File: src/vfie_regs.svh
// How it works
// - Serve a level only if global enable, level mask, top priority and source enable allow.
// - New entries start only when the core reports the end of an instruction.
// - Entering the interrupt cycle clears the global enable bit first.
// - Interrupt return restores counter and flags and sets global enable again in the same cycle.
// - Vector entries live in the ROM area from address zero to 0x0f.
// - Vectored entry pushes counter low byte, counter high byte, then flags.
// - Then it reads vector high byte, low byte, and jumps to the joined address.
// - Each two-byte vector starts at an even address, high byte first.
// - Fast vector pointer is sixteen bits in two byte registers at 0xda and 0xdb.
// - Fast entry takes about six cycles, vectored entry about twenty-two.
// - Mode bits four to two pick the fast level, mode bit one enables it.
// - Any of the eight levels may be chosen for fast entry.
// - Fast entry swaps counter and pointer, shadows flags, sets the fast status bit.
// - Fast return swaps back, restores shadow flags and clears the fast status bit.
// - Fast entry works for hardware-cleared and software-cleared pending levels alike.
// - The fast enable bit gates fast entry; global enable gates it as well.
// - Hardware-cleared levels get an acknowledge on entry and a pending clear once served.
// - Request flags stay readable by polling while global enable is off.
`ifndef VFIE_REGS_SVH
`define VFIE_REGS_SVH
`define VFIE_FVP_HI_OFS 8'hda
`define VFIE_FVP_LO_OFS 8'hdb
`define VFIE_REQ_OFS 8'hdc
`define VFIE_MASK_OFS 8'hde
`define VFIE_MODE_OFS 8'hdf
`define VFIE_GIE_BIT 0
`define VFIE_FEN_BIT 1
`define VFIE_FSEL_LSB 2
`define VFIE_FSEL_MSB 4
`define VFIE_MODE_RST 8'h00
`define VFIE_MASK_RST 8'h00
`define VFIE_FVP_RST 16'h0000
`define VFIE_VEC_BASE 8'h00
`define VFIE_HW_CLEAR 8'h0f
`define VFIE_FAST_CYC 6
`define VFIE_VEC_CYC 22
`endif

File: src/vfie_pkg.sv
package vfie_pkg;
   typedef logic [2:0] vfie_level_t;
   typedef enum logic [3:0] {
      ST_IDLE,
      ST_ACK,
      ST_PUSH_PCL,
      ST_PUSH_PCH,
      ST_PUSH_FLG,
      ST_RD_VH,
      ST_RD_VL,
      ST_PAD,
      ST_FAST_SWAP,
      ST_FAST_WAIT,
      ST_RET_FLG,
      ST_RET_PCH,
      ST_RET_PCL,
      ST_RET_FAST,
      ST_RET_DONE
   } vfie_state_e;
endpackage

File: src/vfie_prio_pick.sv
`timescale 1ns/1ps
module vfie_prio_pick #(
   parameter int NUM_LEVELS = 8
) (
   input wire logic [NUM_LEVELS-1:0] req, // Eligible levels
   output logic any, // Some level eligible
   output vfie_pkg::vfie_level_t idx // Winning level, lowest number first
);
   // The index is three bits wide, so more than eight levels cannot be named
   if ((NUM_LEVELS < 1) || (NUM_LEVELS > 8))
   begin : g_chk
      $error("vfie_prio_pick serves one to eight levels");
   end
   // Level 0 wins; scan from the top so the lowest index is written last
   always_comb
   begin
      any = 1'b0;
      idx = 3'h0;
      for (int i = NUM_LEVELS - 1; i >= 0; i--)
      begin
         if (req[i])
         begin
            any = 1'b1;
            idx = vfie_pkg::vfie_level_t'(i);
         end
      end
   end
endmodule

File: src/vfie_entry.sv
`timescale 1ns/1ps
`include "vfie_regs.svh"
module vfie_entry #(
   parameter int NUM_LEVELS = 8,
   parameter logic [7:0] HW_CLEAR_MASK = `VFIE_HW_CLEAR,
   parameter logic [7:0] VEC_BASE = `VFIE_VEC_BASE
) (
   input wire logic clock, // System clock
   input wire logic resetn, // Asynchronous reset, active low
   input wire logic [7:0] reg_addr, // Register file address
   input wire logic [7:0] reg_wdata, // Register write data
   input wire logic reg_wr, // Register write strobe
   input wire logic reg_rd, // Register read strobe
   output logic [7:0] reg_rdata, // Read data, one cycle after strobe
   input wire logic global_int_on_instr, // Global enable instruction
   input wire logic global_int_off_instr, // Global disable instruction
   input wire logic interrupt_return_instr, // Interrupt return instruction
   input wire logic instr_done, // Current instruction completes
   input wire logic [15:0] pc_in, // Core program counter
   input wire logic [7:0] flags_in, // Core flags
   input wire logic [7:0] irq_req, // Level request lines
   input wire logic [7:0] src_en, // Source enables per level
   output logic [7:0] acknowledge_strobe, // Acknowledge pulse to source
   output logic [7:0] pend_clear, // Hardware pending clear pulse
   output logic core_hold, // Core stalled by sequencer
   output logic pc_load, // Load pc_out into the core
   output logic [15:0] pc_out, // New program counter
   output logic flags_load, // Load flags_out into the core
   output logic [7:0] flags_out, // New flags
   output logic fast_status, // Fast routine in progress
   output logic stack_push, // Stack push request
   output logic stack_pop, // Stack pop request
   output logic [7:0] stack_wdata, // Byte to push
   input wire logic [7:0] stack_rdata, // Popped byte, valid with mem_ack
   output logic rom_rd, // ROM read request
   output logic [7:0] rom_addr, // ROM byte address in vector area
   input wire logic [7:0] rom_rdata, // ROM byte, valid with mem_ack
   input wire logic mem_ack // Completes stack or ROM request
);
   if (NUM_LEVELS != 8)
   begin : g_chk
      $error("vfie_entry serves exactly eight levels");
   end

   logic rst_meta;
   logic rst_n;
   vfie_pkg::vfie_state_e state;
   logic gie;
   logic fast_en;
   vfie_pkg::vfie_level_t fast_sel;
   logic [7:0] level_mask_reg;
   logic [15:0] fast_vector_pointer;
   logic [7:0] shadow_flags;
   logic [15:0] pc_save;
   logic [7:0] flags_save;
   vfie_pkg::vfie_level_t serv_level;
   logic entry_fast;
   logic [4:0] cyc;
   logic [7:0] eligible;
   logic win_any;
   vfie_pkg::vfie_level_t win_idx;
   logic take_fast;
   logic mode_wr;

   function automatic logic [7:0] level_bit(input vfie_pkg::vfie_level_t lv);
      level_bit = 8'h01 << lv;
   endfunction

   // Reset release is synchronised; assertion stays asynchronous
   always_ff @(posedge clock or negedge resetn)
   begin
      if (!resetn)
      begin
         rst_meta <= 1'b0;
         rst_n <= 1'b0;
      end
      else
      begin
         rst_meta <= 1'b1;
         rst_n <= rst_meta;
      end
   end

   assign eligible = irq_req & src_en & level_mask_reg & {8{gie}};
   assign take_fast = fast_en && (win_idx == fast_sel);
   assign mode_wr = reg_wr && (reg_addr == `VFIE_MODE_OFS);

   vfie_prio_pick #(
      .NUM_LEVELS(NUM_LEVELS)
   ) u_pick (
      .req(eligible),
      .any(win_any),
      .idx(win_idx)
   );

   // Mode bits: hardware entry and return override a same-cycle software write of global enable
   always_ff @(posedge clock or negedge rst_n)
   begin
      if (!rst_n)
      begin
         gie <= 1'(`VFIE_MODE_RST >> `VFIE_GIE_BIT);
         fast_en <= 1'b0;
         fast_sel <= 3'h0;
      end
      else
      begin
         if (mode_wr)
         begin
            gie <= reg_wdata[`VFIE_GIE_BIT];
            fast_en <= reg_wdata[`VFIE_FEN_BIT];
            fast_sel <= reg_wdata[`VFIE_FSEL_MSB:`VFIE_FSEL_LSB];
         end
         if (global_int_on_instr)
            gie <= 1'b1;
         if (global_int_off_instr)
            gie <= 1'b0;
         if (state == vfie_pkg::ST_ACK)
            gie <= 1'b0;
         if (state == vfie_pkg::ST_RET_DONE)
            gie <= 1'b1;
      end
   end

   always_ff @(posedge clock or negedge rst_n)
   begin
      if (!rst_n)
         level_mask_reg <= `VFIE_MASK_RST;
      else if (reg_wr && (reg_addr == `VFIE_MASK_OFS))
         level_mask_reg <= reg_wdata;
   end

   // Pointer is shared by software writes and the hardware swaps
   always_ff @(posedge clock or negedge rst_n)
   begin
      if (!rst_n)
         fast_vector_pointer <= `VFIE_FVP_RST;
      else if ((state == vfie_pkg::ST_FAST_SWAP) || (state == vfie_pkg::ST_RET_FAST))
         fast_vector_pointer <= pc_save;
      else if (reg_wr && (reg_addr == `VFIE_FVP_HI_OFS))
         fast_vector_pointer[15:8] <= reg_wdata;
      else if (reg_wr && (reg_addr == `VFIE_FVP_LO_OFS))
         fast_vector_pointer[7:0] <= reg_wdata;
   end

   // Raw requests are readable whatever the global enable says
   always_ff @(posedge clock or negedge rst_n)
   begin
      if (!rst_n)
         reg_rdata <= 8'h00;
      else if (reg_rd)
      begin
         case (reg_addr)
            `VFIE_FVP_HI_OFS: reg_rdata <= fast_vector_pointer[15:8];
            `VFIE_FVP_LO_OFS: reg_rdata <= fast_vector_pointer[7:0];
            `VFIE_REQ_OFS: reg_rdata <= irq_req;
            `VFIE_MASK_OFS: reg_rdata <= level_mask_reg;
            `VFIE_MODE_OFS: reg_rdata <= {3'h0, fast_sel, fast_en, gie};
            default: reg_rdata <= 8'h00;
         endcase
      end
   end

   always_ff @(posedge clock or negedge rst_n)
   begin
      if (!rst_n)
         cyc <= 5'h00;
      else if (state == vfie_pkg::ST_IDLE)
         cyc <= 5'h00;
      else if (cyc != 5'h1f)
         cyc <= cyc + 5'h01;
   end

   // Sequencer; memory requests stay up until mem_ack
   always_ff @(posedge clock or negedge rst_n)
   begin
      if (!rst_n)
      begin
         state <= vfie_pkg::ST_IDLE;
         core_hold <= 1'b0;
         pc_load <= 1'b0;
         pc_out <= 16'h0000;
         flags_load <= 1'b0;
         flags_out <= 8'h00;
         fast_status <= 1'b0;
         shadow_flags <= 8'h00;
         pc_save <= 16'h0000;
         flags_save <= 8'h00;
         serv_level <= 3'h0;
         entry_fast <= 1'b0;
         stack_push <= 1'b0;
         stack_pop <= 1'b0;
         stack_wdata <= 8'h00;
         rom_rd <= 1'b0;
         rom_addr <= 8'h00;
         acknowledge_strobe <= 8'h00;
         pend_clear <= 8'h00;
      end
      else
      begin
         pc_load <= 1'b0;
         flags_load <= 1'b0;
         acknowledge_strobe <= 8'h00;
         pend_clear <= 8'h00;
         case (state)
            vfie_pkg::ST_IDLE:
            begin
               if (interrupt_return_instr)
               begin
                  core_hold <= 1'b1;
                  pc_save <= pc_in;
                  if (fast_status)
                     state <= vfie_pkg::ST_RET_FAST;
                  else
                  begin
                     state <= vfie_pkg::ST_RET_FLG;
                     stack_pop <= 1'b1;
                  end
               end
               else if (instr_done && win_any)
               begin
                  core_hold <= 1'b1;
                  state <= vfie_pkg::ST_ACK;
                  serv_level <= win_idx;
                  entry_fast <= take_fast;
                  pc_save <= pc_in;
                  flags_save <= flags_in;
               end
            end
            vfie_pkg::ST_ACK:
            begin
               acknowledge_strobe <= level_bit(serv_level);
               if (entry_fast)
                  state <= vfie_pkg::ST_FAST_SWAP;
               else
               begin
                  state <= vfie_pkg::ST_PUSH_PCL;
                  stack_push <= 1'b1;
                  stack_wdata <= pc_save[7:0];
               end
            end
            vfie_pkg::ST_PUSH_PCL:
            begin
               if (mem_ack)
               begin
                  stack_wdata <= pc_save[15:8];
                  state <= vfie_pkg::ST_PUSH_PCH;
               end
            end
            vfie_pkg::ST_PUSH_PCH:
            begin
               if (mem_ack)
               begin
                  stack_wdata <= flags_save;
                  state <= vfie_pkg::ST_PUSH_FLG;
               end
            end
            vfie_pkg::ST_PUSH_FLG:
            begin
               if (mem_ack)
               begin
                  stack_push <= 1'b0;
                  rom_rd <= 1'b1;
                  rom_addr <= VEC_BASE | {4'h0, serv_level, 1'b0};
                  state <= vfie_pkg::ST_RD_VH;
               end
            end
            vfie_pkg::ST_RD_VH:
            begin
               if (mem_ack)
               begin
                  pc_out[15:8] <= rom_rdata;
                  rom_addr <= rom_addr | 8'h01;
                  state <= vfie_pkg::ST_RD_VL;
               end
            end
            vfie_pkg::ST_RD_VL:
            begin
               if (mem_ack)
               begin
                  pc_out[7:0] <= rom_rdata;
                  rom_rd <= 1'b0;
                  state <= vfie_pkg::ST_PAD;
               end
            end
            vfie_pkg::ST_PAD:
            begin
               // Padding keeps vectored entry at a fixed length on fast memory
               if (cyc >= 5'(`VFIE_VEC_CYC - 1))
               begin
                  pc_load <= 1'b1;
                  pend_clear <= level_bit(serv_level) & HW_CLEAR_MASK;
                  core_hold <= 1'b0;
                  state <= vfie_pkg::ST_IDLE;
               end
            end
            vfie_pkg::ST_FAST_SWAP:
            begin
               pc_out <= fast_vector_pointer;
               shadow_flags <= flags_save;
               fast_status <= 1'b1;
               state <= vfie_pkg::ST_FAST_WAIT;
            end
            vfie_pkg::ST_FAST_WAIT:
            begin
               if (cyc >= 5'(`VFIE_FAST_CYC - 1))
               begin
                  pc_load <= 1'b1;
                  pend_clear <= level_bit(serv_level) & HW_CLEAR_MASK;
                  core_hold <= 1'b0;
                  state <= vfie_pkg::ST_IDLE;
               end
            end
            vfie_pkg::ST_RET_FLG:
            begin
               if (mem_ack)
               begin
                  flags_out <= stack_rdata;
                  state <= vfie_pkg::ST_RET_PCH;
               end
            end
            vfie_pkg::ST_RET_PCH:
            begin
               if (mem_ack)
               begin
                  pc_out[15:8] <= stack_rdata;
                  state <= vfie_pkg::ST_RET_PCL;
               end
            end
            vfie_pkg::ST_RET_PCL:
            begin
               if (mem_ack)
               begin
                  pc_out[7:0] <= stack_rdata;
                  stack_pop <= 1'b0;
                  state <= vfie_pkg::ST_RET_DONE;
               end
            end
            vfie_pkg::ST_RET_FAST:
            begin
               pc_out <= fast_vector_pointer;
               flags_out <= shadow_flags;
               fast_status <= 1'b0;
               state <= vfie_pkg::ST_RET_DONE;
            end
            vfie_pkg::ST_RET_DONE:
            begin
               pc_load <= 1'b1;
               flags_load <= 1'b1;
               core_hold <= 1'b0;
               state <= vfie_pkg::ST_IDLE;
            end
            default:
            begin
               state <= vfie_pkg::ST_IDLE;
               core_hold <= 1'b0;
            end
         endcase
      end
   end

   gie_qualify_a: assert property (@(posedge clock) disable iff (!rst_n)
      (state == vfie_pkg::ST_ACK) |-> $past(gie) && (($past(eligible) & level_bit(serv_level)) != 8'h00))
      else $error("entry taken without qualification");

   instr_boundary_a: assert property (@(posedge clock) disable iff (!rst_n)
      $rose(state == vfie_pkg::ST_ACK) |-> $past(instr_done))
      else $error("entry taken mid instruction");

   gie_clear_a: assert property (@(posedge clock) disable iff (!rst_n)
      (state == vfie_pkg::ST_ACK) |=> !gie)
      else $error("global enable not cleared on entry");

   ret_gie_a: assert property (@(posedge clock) disable iff (!rst_n)
      (state == vfie_pkg::ST_RET_DONE) |=> gie && pc_load && flags_load)
      else $error("return did not restore and re-enable");

   vector_even_a: assert property (@(posedge clock) disable iff (!rst_n)
      (rom_rd && (state == vfie_pkg::ST_RD_VH)) |-> (rom_addr[0] == 1'b0) && (rom_addr[3:1] == serv_level))
      else $error("vector high byte not at even address");

   push_order_a: assert property (@(posedge clock) disable iff (!rst_n)
      ((state == vfie_pkg::ST_PUSH_PCL) && mem_ack) |=> (stack_wdata == pc_save[15:8]) ##0
      (state == vfie_pkg::ST_PUSH_PCH))
      else $error("stack push order wrong");

   fast_time_a: assert property (@(posedge clock) disable iff (!rst_n)
      (pc_load && entry_fast && fast_status && !flags_load) |-> ($past(cyc) == 5'(`VFIE_FAST_CYC - 1)))
      else $error("fast entry length wrong");

   vec_time_a: assert property (@(posedge clock) disable iff (!rst_n)
      (pc_load && !entry_fast && !flags_load) |-> ($past(cyc) >= 5'(`VFIE_VEC_CYC - 1)))
      else $error("vectored entry too short");

   fast_swap_a: assert property (@(posedge clock) disable iff (!rst_n)
      (state == vfie_pkg::ST_FAST_SWAP) |=> (pc_out == $past(fast_vector_pointer)) && fast_status &&
      (fast_vector_pointer == $past(pc_save)) && (shadow_flags == $past(flags_save)))
      else $error("fast swap wrong");

   fast_ret_a: assert property (@(posedge clock) disable iff (!rst_n)
      (state == vfie_pkg::ST_RET_FAST) |=> !fast_status && (flags_out == $past(shadow_flags)) ##1 flags_load)
      else $error("fast return wrong");

   fast_entry_c: cover property (@(posedge clock) disable iff (!rst_n)
      (state == vfie_pkg::ST_FAST_SWAP));
   vec_entry_c: cover property (@(posedge clock) disable iff (!rst_n)
      (state == vfie_pkg::ST_PAD) ##1 pc_load);
   fast_ret_c: cover property (@(posedge clock) disable iff (!rst_n)
      (state == vfie_pkg::ST_RET_FAST));
   vec_ret_c: cover property (@(posedge clock) disable iff (!rst_n)
      (state == vfie_pkg::ST_RET_PCL) && mem_ack);
endmodule

File: config.mk
export PLATFORM = sky130hd
export DESIGN_NAME = vfie_entry
export DESIGN_NICKNAME = d
export VERILOG_FILES = /design/src/vfie_pkg.sv /design/src/vfie_prio_pick.sv /design/src/vfie_entry.sv
export VERILOG_INCLUDE_DIRS = /design/src
export SDC_FILE = /design/constraint.sdc
export NUM_CORES = 1
export LEC_CHECK = 0
export ABC_CLOCK_PERIOD_IN_PS = 12890
export BUFFER_PORTS_ARGS = -buffer_cell sky130_fd_sc_hd__buf_2
export CAP_MARGIN = 0
export CORE_MARGIN = 2
export CORE_UTILIZATION = 49
export DETAILED_ROUTE_END_ITERATION = 10
export HOLD_SLACK_MARGIN = 0.12
export PLACE_DENSITY = 0.73
export SYNTH_ARGS = -nofsm -noshare
export SYNTH_HDL_FRONTEND = slang
export SYNTH_HIERARCHICAL = 1
export SYNTH_SLANG_ARGS = --single-unit
File: constraint.sdc
create_clock -name clock -period 12.89 [get_ports clock]
set_input_delay 2.578 -clock clock [delete_from_list [all_inputs] [get_ports clock]]
set_output_delay 2.578 -clock clock [all_outputs]
set_load 0.01 [all_outputs]
; ---- After elaboration in Yosys (flattened, before gate mapping)
; Index checks and enable logic that the tools add are counted.
[classes]
add_sub_neg = 1
magnitude_cmp = 2
eq_ne = 36
shifts = 1
muxes = 79
bitwise = 6
reduce_logical = 38
[ops]
columns = cell, n
row1 = $mux 8, 10
row2 = $pmux 8 s3, 3
row3 = $mux 4, 15
row4 = $pmux 4 s14, 1
row5 = $mux 16, 3
row6 = $pmux 8 s2, 3
row7 = $eq 8x8->1 const B, 5
row8 = $pmux 8 s5, 1
row9 = $eq 4x4->1 const B, 7
row10 = $ne 2x2->1 const B, 14
row11 = $mux 3, 9
row12 = $mux 1, 26
row13 = $and 8x8->8, 3
row14 = $reduce_and 3->1, 7
row15 = $reduce_bool 2->1, 10
row16 = $eq 4x3->1 const B, 4
row17 = $reduce_and 4->1, 3
row18 = $reduce_and 11->1, 1
row19 = $reduce_or 11->1, 1
row20 = $mux 5, 2
row21 = $reduce_bool 3->1, 3
row22 = $eq 4x2->1 const B, 2
row23 = $pmux 1 s2, 4
row24 = $shl 1x3->8 const A, 1
row25 = other kinds (16), 25
[totals]
ff_bits = 147
inputBits = 81
word_cells = 194

; ---- Depth between registers and ports, before layout
; Gate-level depths: netlist of the first run.
[logic_depth]
word_depth = 15
mapped_depth = 8
ltp_nobuf = 8

; ---- Modules after synthesis
; The synthesis of the first run kept the hierarchy.
[modules_own_cells]
columns = module, instances, cells_per_inst, area_each_um2, seq_area_each_um2
row1 = vfie_entry, 1, 642, 7040.5, 3478.3
row2 = vfie_prio_pick, 1, 13, 80.1, 0.0

; ---- Worst setup path before layout of the first run
; No wires, ideal clock.
[synth_timing]
kind = input -> register
from = input port src_en[5]
to = register pc_save[10]
setup_ns = 0.125
arrival_ns = 4.109
required_ns = 12.765
slack_ns = 8.656
stages = 7
path_buffers = 1
path_cell_list = and4_1 -> nor4_1 -> nand2_1 -> a21oi_1 -> nor2_4 -> buf_4 -> mux2_2
[synth_between]
elab_chain_len = 12
[synth_lines]
columns = item, line_no
row1 = from (decl), vfie_entry.sv:22  ; input wire logic [7:0] src_en,
row2 = $and 8x8->8 (3 in a row), vfie_entry.sv:84  ; assign eligible = irq_req & src_en & level_mask_reg & {8{gie}};
row3 = $mux 1 (6 in a row), vfie_prio_pick.sv:21  ; if (req[i])
row4 = via win_any, vfie_entry.sv:60  ; logic win_any;
row5 = $logic_and 1x1->1, vfie_entry.sv:219  ; else if (instr_done && win_any)
row6 = $reduce_bool 2->1 (no line), -
row7 = $reduce_and 2->1 (no line), -
row8 = to (signal assigned), vfie_entry.sv:210  ; pc_save <= pc_in;
row9 = to (signal assigned), vfie_entry.sv:225  ; pc_save <= pc_in;
row10 = to (decl), vfie_entry.sv:54  ; logic [15:0] pc_save;
; The timed path passes the listed nets, and every way through them passes these cells.
; A chain may end at the register's enable or synchronous reset.

; ---- Final worst setup path of the first run
[layout_timing]
from = input port irq_req[5]
to = register state[2]
[layout_between]
elab_chain_len = 12
[layout_lines]
columns = item, line_no
row1 = from (decl), vfie_entry.sv:21  ; input wire logic [7:0] irq_req,
row2 = $and 8x8->8 (3 in a row), vfie_entry.sv:84
row3 = via eligible[5], vfie_entry.sv:59  ; logic [7:0] eligible;
row4 = $mux 1 (6 in a row), vfie_prio_pick.sv:21
row5 = via win_any, vfie_entry.sv:60
row6 = $logic_and 1x1->1, vfie_entry.sv:219
row7 = $ne 3x2->1 (no line), -
row8 = $reduce_and 11->1 (no line), -
row9 = to (signal assigned), vfie_entry.sv:215  ; state <= vfie_pkg::ST_RET_FLG;
row10 = to (signal assigned), vfie_entry.sv:222  ; state <= vfie_pkg::ST_ACK;
row11 = to (signal assigned), vfie_entry.sv:233  ; state <= vfie_pkg::ST_FAST_SWAP;
row12 = to (decl), vfie_entry.sv:47  ; vfie_pkg::vfie_state_e state;
; The timed path passes the listed nets, and every way through them passes these cells.

==> results summary, run 1 <==
The half-perimeter wire length after detailed placement came out at about 14000 µm. Entering global routing, the biggest net connects 90 pins. The post-synthesis cell count came out at 655. The post-synthesis sequential area ratio is 0.488.

The worst setup path is launched from an input pin. The largest total area in the synthesized netlist belongs to sky130_fd_sc_hd__dfrtp_1. Clock latency on the worst-skew pair, taken at its later pin, is 430 ps.

The cell sitting at the root of the clock tree is a sky130_fd_sc_hd__clkbuf_16. The final layout contains 866 nets. The cell family contributing the most delay on the critical path is simple AND/OR/NAND/NOR gates. The largest registers in the layout are fast_vector_pointer x16, pc_out x16, pc_save x16. The proportion of total power due to net switching is 0.370. The via count of the first global-routing pass is 5657. The number of buffers created by CTS came out at 17. The simple-gate portion of the synthesized area came out at 0.147. The signed area change from the synthesized netlist to the final layout came out at 19.3%. The worst path arrival time came out at 4450 ps.

Of all nets on the critical path, the largest fanout is 4. The static power due to leakage came out at ~0.0041 µW. The max-slew violation count is 0.

The worst register-to-register path ends at pc_out[0]. The hold slack came out at between 300 and 400 ps. The worst path required time came out at 13190 ps. After synthesis, the largest family of logic cells by area is multiplexers.

The worst clock skew came out at 8.32 ps. The design area came out at 0.00850 mm². Across the VDD grid, the largest voltage drop is 0.000128 V.

The part of the total power dissipated in sequential elements is 0.376. Once placement completed, the tool counted placed cells totaling 947. Tracing the worst setup path back leads to its startpoint at irq_req[5]. The final cycle utilization of the critical path came out at 0.321. Of the total synthesized cell area, the portion taken by full adders, half adders and majority gates is 0.00527. The final number of setup-violating endpoints is 0.

Of the total synthesized cell area, the portion taken by XOR and XNOR cells is 0.00861. TritonCTS built the clock tree. The overall routed net length came out at about 18000 µm. The source of the worst register-to-register timing path is state[3]. The non-filler instance count after layout came out at between 900 and 1k. The slew at the pin closest to its max-slew limit is 1190 ps. Summing over every cut layer, the via total after detailed routing is between 5k and 6k. Of the total power, the clock network draws 0.283. The CTS H-tree depth came out at 4.

The number of detailed-route iterations in the first pass came out at 5. The core area is roughly 0.014 mm². The worst register-to-register path has a depth of 4. The path class of the tightest hold or removal check is register to asynchronous set/reset pin. The initial antenna violation count is 1. The post-synthesis cell type count is 60.

The layout cell share with drive strength beyond 1 came out at 0.352. The combinational share of power is 0.341. The placed standard-cell area came out at ~0.008 mm². In this run, synthesis inferred 0 flip-flops with an integrated enable. The post-synthesis instance area came out at about 0.0071 mm².

The number of gates resized after CTS came out at 0. Setup repair after global routing left no endpoint under its margin. The number of violations of the max-capacitance limit came out at 0. The flop-to-flop setup slack is 9560 ps. The average wire per cell in the routed design came out at 18.9 µm. The first global-routing pass estimated approximately 30000 µm of wire.

The clock tree buffer depth is 2. The maximum clock frequency came out at 241 MHz. The remaining number of nets flagged by the antenna check after routing came out at 0.

The die area is 0.0155 mm². Of the post-synthesis cell area, the dominant cell type holds 0.488. Yosys attributes the largest share of cell area to sky130_fd_sc_hd__dfrtp_1, sky130_fd_sc_hd__mux2_2, sky130_fd_sc_hd__mux2i_1. The delay contributed by the slowest stage of the critical path came out at between 400 and 500 ps. The worst setup path is of the input pin to register kind. The row count came out at 44. The hold violation total from the final report is 0.

The worst path needs 4140 ps of the cycle, external delays included. The count of warnings emitted by yosys is 6. Among all stages on the critical path, the largest delay is contributed by sky130_fd_sc_hd__a21oi_1. The floorplan die height came out at 125 µm.

The total I/O pin count is between 150 and 200. The overall fraction of global-route tracks in use is 0.244. The flow ran to the end, and the final reports show no timing, DRC or antenna violations.

The total negative slack is 0 ps. The clock transition at the register clock pins on the worst setup and hold paths after CTS is 60 ps. In this run the tool buffered the top-level ports with 143 buffer cells. The count of routing violations after the opening detailed-route iteration came out at 387. The most instantiated flip-flop cell in the synthesis netlist is sky130_fd_sc_hd__dfrtp_1. CTS saw 139 sinks. The power per cell area is 220 mW/mm². The number of DRC violations after detailed routing is 0. Dividing the detail-routed via count by the number of cells gives about 5.7. Walking the worst path, the cells encountered are buf_2 > and4_1 > nor4_1 > nand2_1 > a21oi_1 > a2111oi_4 > mux2_1.

Cell internal power was estimated by the tool at 1180 µW. The mux contribution to synthesized area is 0.190. The final global-route overflow total came out at 0. The flop and latch count out of synthesis is about 140.

The complex-gate fraction of the synthesized area was 0.116. Headroom to the max-slew limit came out at 0.207. Together, buffers and inverters on the worst path number 1. The number of hold buffers added after CTS was 0.

The power spent charging and discharging nets is a little under 700 µW. The effective utilization at floorplan is 0.496. The async set-or-reset flop fraction in the synthesized netlist is 1.00. The horizontal extent of the die came out at 125 µm.

The worst setup path is captured at a register. The total setup buffers inserted after CTS is 0. The post-synthesis area per instance came out at 10.9 µm².

The placer's final routability congestion estimate is 0.868.
-- per-layer routing --
layer / GRT usage / up-vias / share of wire
met5: 0 / - / 0
met1: 0.312 / 2761 / 0.43
met4: 0.110 / 0 / 0.030
met3: 0.0558 / 39 / 0.059
met2: 0.397 / 222 / 0.49
li1: - / 2606 / -
-- through the flow --
stage          setup slack [ps]  total power (µW)   util
2_1_floorplan              8660              1150      -
3_3_place_gp               8440              1310  0.547
3_5_place_dp               8400              1340  0.547
4_1_cts                    8810              1870  0.591
5_1_grt                    8660              1970  0.591
6_report                   8750              1870  0.591
-- area by class of cell --
class,instances,area (µm²)
sequential,139,3480
clock inverter,15,213
multi-input combinational,465,3350
antenna,1,2.50
timing repair buffer,147,746
inverter,12,45.0
tap,184,230
fill,1177,5870
clock buffer,17,425
-- cell usage in the layout, fill, tap and decap left out, types with 5 or more instances in the layout --
master / instances
sky130_fd_sc_hd__buf_2: 143
sky130_fd_sc_hd__conb_1: 9
sky130_fd_sc_hd__mux2_2: 75
sky130_fd_sc_hd__nor3_1: 12
sky130_fd_sc_hd__nand4_1: 5
sky130_fd_sc_hd__a21oi_1: 27
sky130_fd_sc_hd__nand2_1: 67
sky130_fd_sc_hd__mux2i_1: 42
sky130_fd_sc_hd__clkbuf_16: 17
sky130_fd_sc_hd__nand2b_1: 7
sky130_fd_sc_hd__nand3_1: 7
sky130_fd_sc_hd__o21ai_0: 58
sky130_fd_sc_hd__and2_1: 9
sky130_fd_sc_hd__xor2_1: 5
sky130_fd_sc_hd__a221o_1: 8
sky130_fd_sc_hd__inv_1: 9
sky130_fd_sc_hd__nor2_1: 31
sky130_fd_sc_hd__o22ai_1: 15
sky130_fd_sc_hd__nor2b_1: 9
sky130_fd_sc_hd__dfrtp_1: 138
sky130_fd_sc_hd__and4_1: 8
sky130_fd_sc_hd__nand3b_1: 9
-- cell families (layout without fill, tap and decap cells) --
group | after synthesis | in the layout
AOI/OAI and AO/OA | 133 | 133
xor gates and xnor gates | 7 | 7
adders and majority gates | 3 | 3
buffers and inverters | 58 | 191
DFF | 139 | 139
muxes | 122 | 122
other | 2 | 10
and+or+nand+nor | 191 | 191
-- synth_stat cells (all sizes together) (9+ instances only) --
cell type / instances
and2: 9
mux2i: 42
buf: 32
inv: 12
clkbuf: 14
nor2b: 9
nand2: 67
nor2: 36
o22ai: 16
mux2: 77
o21ai: 59
a21oi: 28
nor3: 16
dfrtp: 139
nand3b: 9
-- worst max-delay path by stage --
stage,end,depth (start not counted)
after global routing,state[0],7
after floorplan,pc_save[10],7
after global placement,state[0],7
after CTS,state[0],7
after detailed placement,state[0],7
final,state[2],7
-- power by group through the flow --
stage	clock network, µW	logic [µW]	registers, µW
after global placement	0	609	701
after floorplan	0	467	681
after global routing	556	697	721
final	529	638	705
after CTS	534	636	705
after detailed placement	0	631	710
Power figures use the tool's default switching activity.
==> run 2: changes to the inputs <==
- ABC_CLOCK_PERIOD_IN_PS: 12890 -> 4300
- clock period: 12.89 -> 4.3 ns (I/O delays scaled with it)
==> results summary, run 2 (synthesis gave the netlist of run 1 again) <==
The flow ran to the end, and the final reports show no timing, DRC or antenna violations. The overall fraction of global-route tracks in use came out at 0.247. The maximum vdd drop came out at 0.000419 V. The total negative slack is 0 ps. The via count came out at around 5.7k. The overall routed net length came out at 18700 µm. The clock latency reported for the late side of the worst-skew pair is 430 ps. Counting every sink on the clock net gives between 100 and 150.

Setup slack on the worst reg-to-reg path comes out at about 1700 ps. In this run, post-CTS hold repair placed 0 buffers. The placed standard-cell area came out at 0.00787 mm². The post-route core utilization is 0.590. The worst slew margin relative to its limit came out at 0.373. The clock tree buffer depth is 2. The post-layout net count is between 800 and 900. The core area is between 0.01 and 0.015 mm². The largest registers in the layout are fast_vector_pointer x16, pc_out x16, pc_save x16. In this run the worst setup path terminates at pc_out[2].

Between clock sinks in the finished design, the worst skew comes to 19.3 ps. The startpoint identified for the worst register-to-register timing path is state[3]. The half-perimeter wire length after detailed placement came out at 13700 µm. The first routing iteration left 506 violations.

The static power due to leakage is between 0.004 and 0.005 µW. The critical path class is register to register. The horizontal extent of the die came out at 125 µm. The buffers plus inverters on the worst setup path came out at 1. On the worst path, the slowest cell contributes a delay of around 850 ps. The number of violations of the max-capacitance limit is 0. The number of buffers created by CTS came out at 17. The critical path startpoint is state[3]. The via count of the first global-routing pass is 5752. The tightest min-delay check is of the input pin to asynchronous set/reset pin type.

After global routing the overflow that remains totals 0. The hold violation total from the final report was 0. The overall power of the completed layout is 5510 µW.

The number of buffers inserted by port buffering came out at 143. Measured along the y axis, the die boundary spans 125 µm. The wire length of the first global-routing pass is ~30000 µm. The worst path required time is about 4600 ps. The die covers around 0.016 mm². For the worst setup path, the data arrival time is between 2000 and 3000 ps. The worst register-to-register path has a depth of 5.

The design area came out at roughly 0.0085 mm². The effective utilization at floorplan came out at 0.496. The final cycle utilization of the critical path came out at 0.598. The number of DRC violations after detailed routing came out at 0. The initial antenna violation count came out at 1. The startpoint type of the worst setup path is a register.

In this run the number of cells on the critical path is 5. The kind of end point of the critical path is a register. For this run, the top clock speed supported by timing is 389 MHz. The largest individual stage delay along the critical path comes from the cell sky130_fd_sc_hd__dfrtp_1.

Setup repair after global routing left no endpoint under its margin. The minimum clock period came out at ~2600 ps. The total I/O pin count came out at 152.

The library cell used most frequently in the layout, excluding fill and tap cells, is sky130_fd_sc_hd__buf_2. The number of detailed-route iterations in the first pass came out at 5. The worst register-to-register path ends at pc_out[2]. The dominant delay contributor by cell family on the critical path is flip-flops. The total setup buffers inserted after CTS came out at 0.

The clock transition at the register clock pins on the worst setup and hold paths after CTS came out at 70 ps. The tree is rooted in a sky130_fd_sc_hd__clkbuf_16. The maximum number of pins on one net before global-route repair came out at 51.

The initialized floorplan defines 44 standard-cell rows. The detailed-route vias per instance is between 5 and 6. Compared with the post-synthesis result, the final layout area differs by 19.0%. TritonCTS built the clock tree. The max-slew violation count came to 0. The remaining number of nets flagged by the antenna check after routing is 0. The critical path goes through nor2b_1 > buf_4 > nand2b_1 > o22ai_2 > mux2_2. The top cell types in the final layout, fill and taps aside, are sky130_fd_sc_hd__buf_2, sky130_fd_sc_hd__dfrtp_1, sky130_fd_sc_hd__mux2_2. The slew at the pin closest to its max-slew limit came out at 936 ps. The CTS H-tree depth came out at 4. The final number of setup-violating endpoints is 0. The layout cell share with drive strength beyond 1 is 0.352. The largest fanout on the critical path came out at 23. The number of gates resized after CTS is 0. The average wire per cell in the routed design came out at 19.1 µm. 0 antenna diodes ended up in the layout. The power per cell area is 651 mW/mm². The placer's final routability congestion estimate is just over 0.9.
==> run 2: changes by cell type in the layout (fill, tap and decap cells not counted), sizes merged <==
cell / previous run / this run
clkbuf: 17 / 22
inv: 17 / 13
buf: 147 / 149
clkinvlp: 2 / 3
diode: 1 / 0
bufinv: 4 / 2
clkinv: 4 / 3
==> run 2: worst min path at each step <==
stage / to / slack, ps / depth (start not counted) / startpoint
2_1_floorplan: rst_n / 330 / 0 / rst_meta
3_3_place_gp: rst_n / 340 / 0 / rst_meta
3_5_place_dp: rst_n / 340 / 0 / rst_meta
4_1_cts: rst_n / 190 / 1 / resetn
5_1_grt: rst_n / 190 / 1 / resetn
6_report: rst_n / 200 / 1 / resetn
==> run 2: worst reg2reg max path: stages, from the launching register on <==
cell and delay [ps]:
sky130_fd_sc_hd__dfrtp_1 850, sky130_fd_sc_hd__nor2b_1 220, sky130_fd_sc_hd__buf_4 240, sky130_fd_sc_hd__nand2b_1 300, sky130_fd_sc_hd__o22ai_2 470, sky130_fd_sc_hd__mux2_2 400
==> run 2: layout make-up <==
| type | instances | area, µm² |
|---|---|---|
| Timing Repair Buffer | 149 | 761 |
| Tap cell | 184 | 230 |
| Fill cell | 1199 | 5900 |
| Sequential cell | 139 | 3480 |
| Multi-Input combinational cell | 465 | 3350 |
| Clock buffer | 22 | 484 |
| Inverter | 12 | 45.0 |
| Clock inverter | 9 | 114 |
==> run 2: per-stage QoR <==
| step | worst slack, ps | instances | hold WS [ps] |
|---|---|---|---|
| 2_1_floorplan | 140 | 662 | 331 |
| 3_3_place_gp | 1570 | 949 | 339 |
| 3_5_place_dp | 1530 | 949 | 338 |
| 4_1_cts | 1800 | 980 | 191 |
| 5_1_grt | 1590 | 980 | 190 |
| 6_report | 1730 | 980 | 199 |
==> run 2: report_power, final <==
group,internal (µW),total (µW),switching (µW)
combinational,856,1920,1070
clock,914,1470,558
sequential,1710,2120,414
total,3480,5510,2040
==> run 2: routing by layer <==
metal | vias to the layer above | global-route usage | part of all wire
li1 | 2601 | - | -
met2 | 265 | 0.401 | 0.48
met5 | - | 0 | 0
met4 | 0 | 0.107 | 0.036
met3 | 54 | 0.0584 | 0.066
met1 | 2777 | 0.318 | 0.41
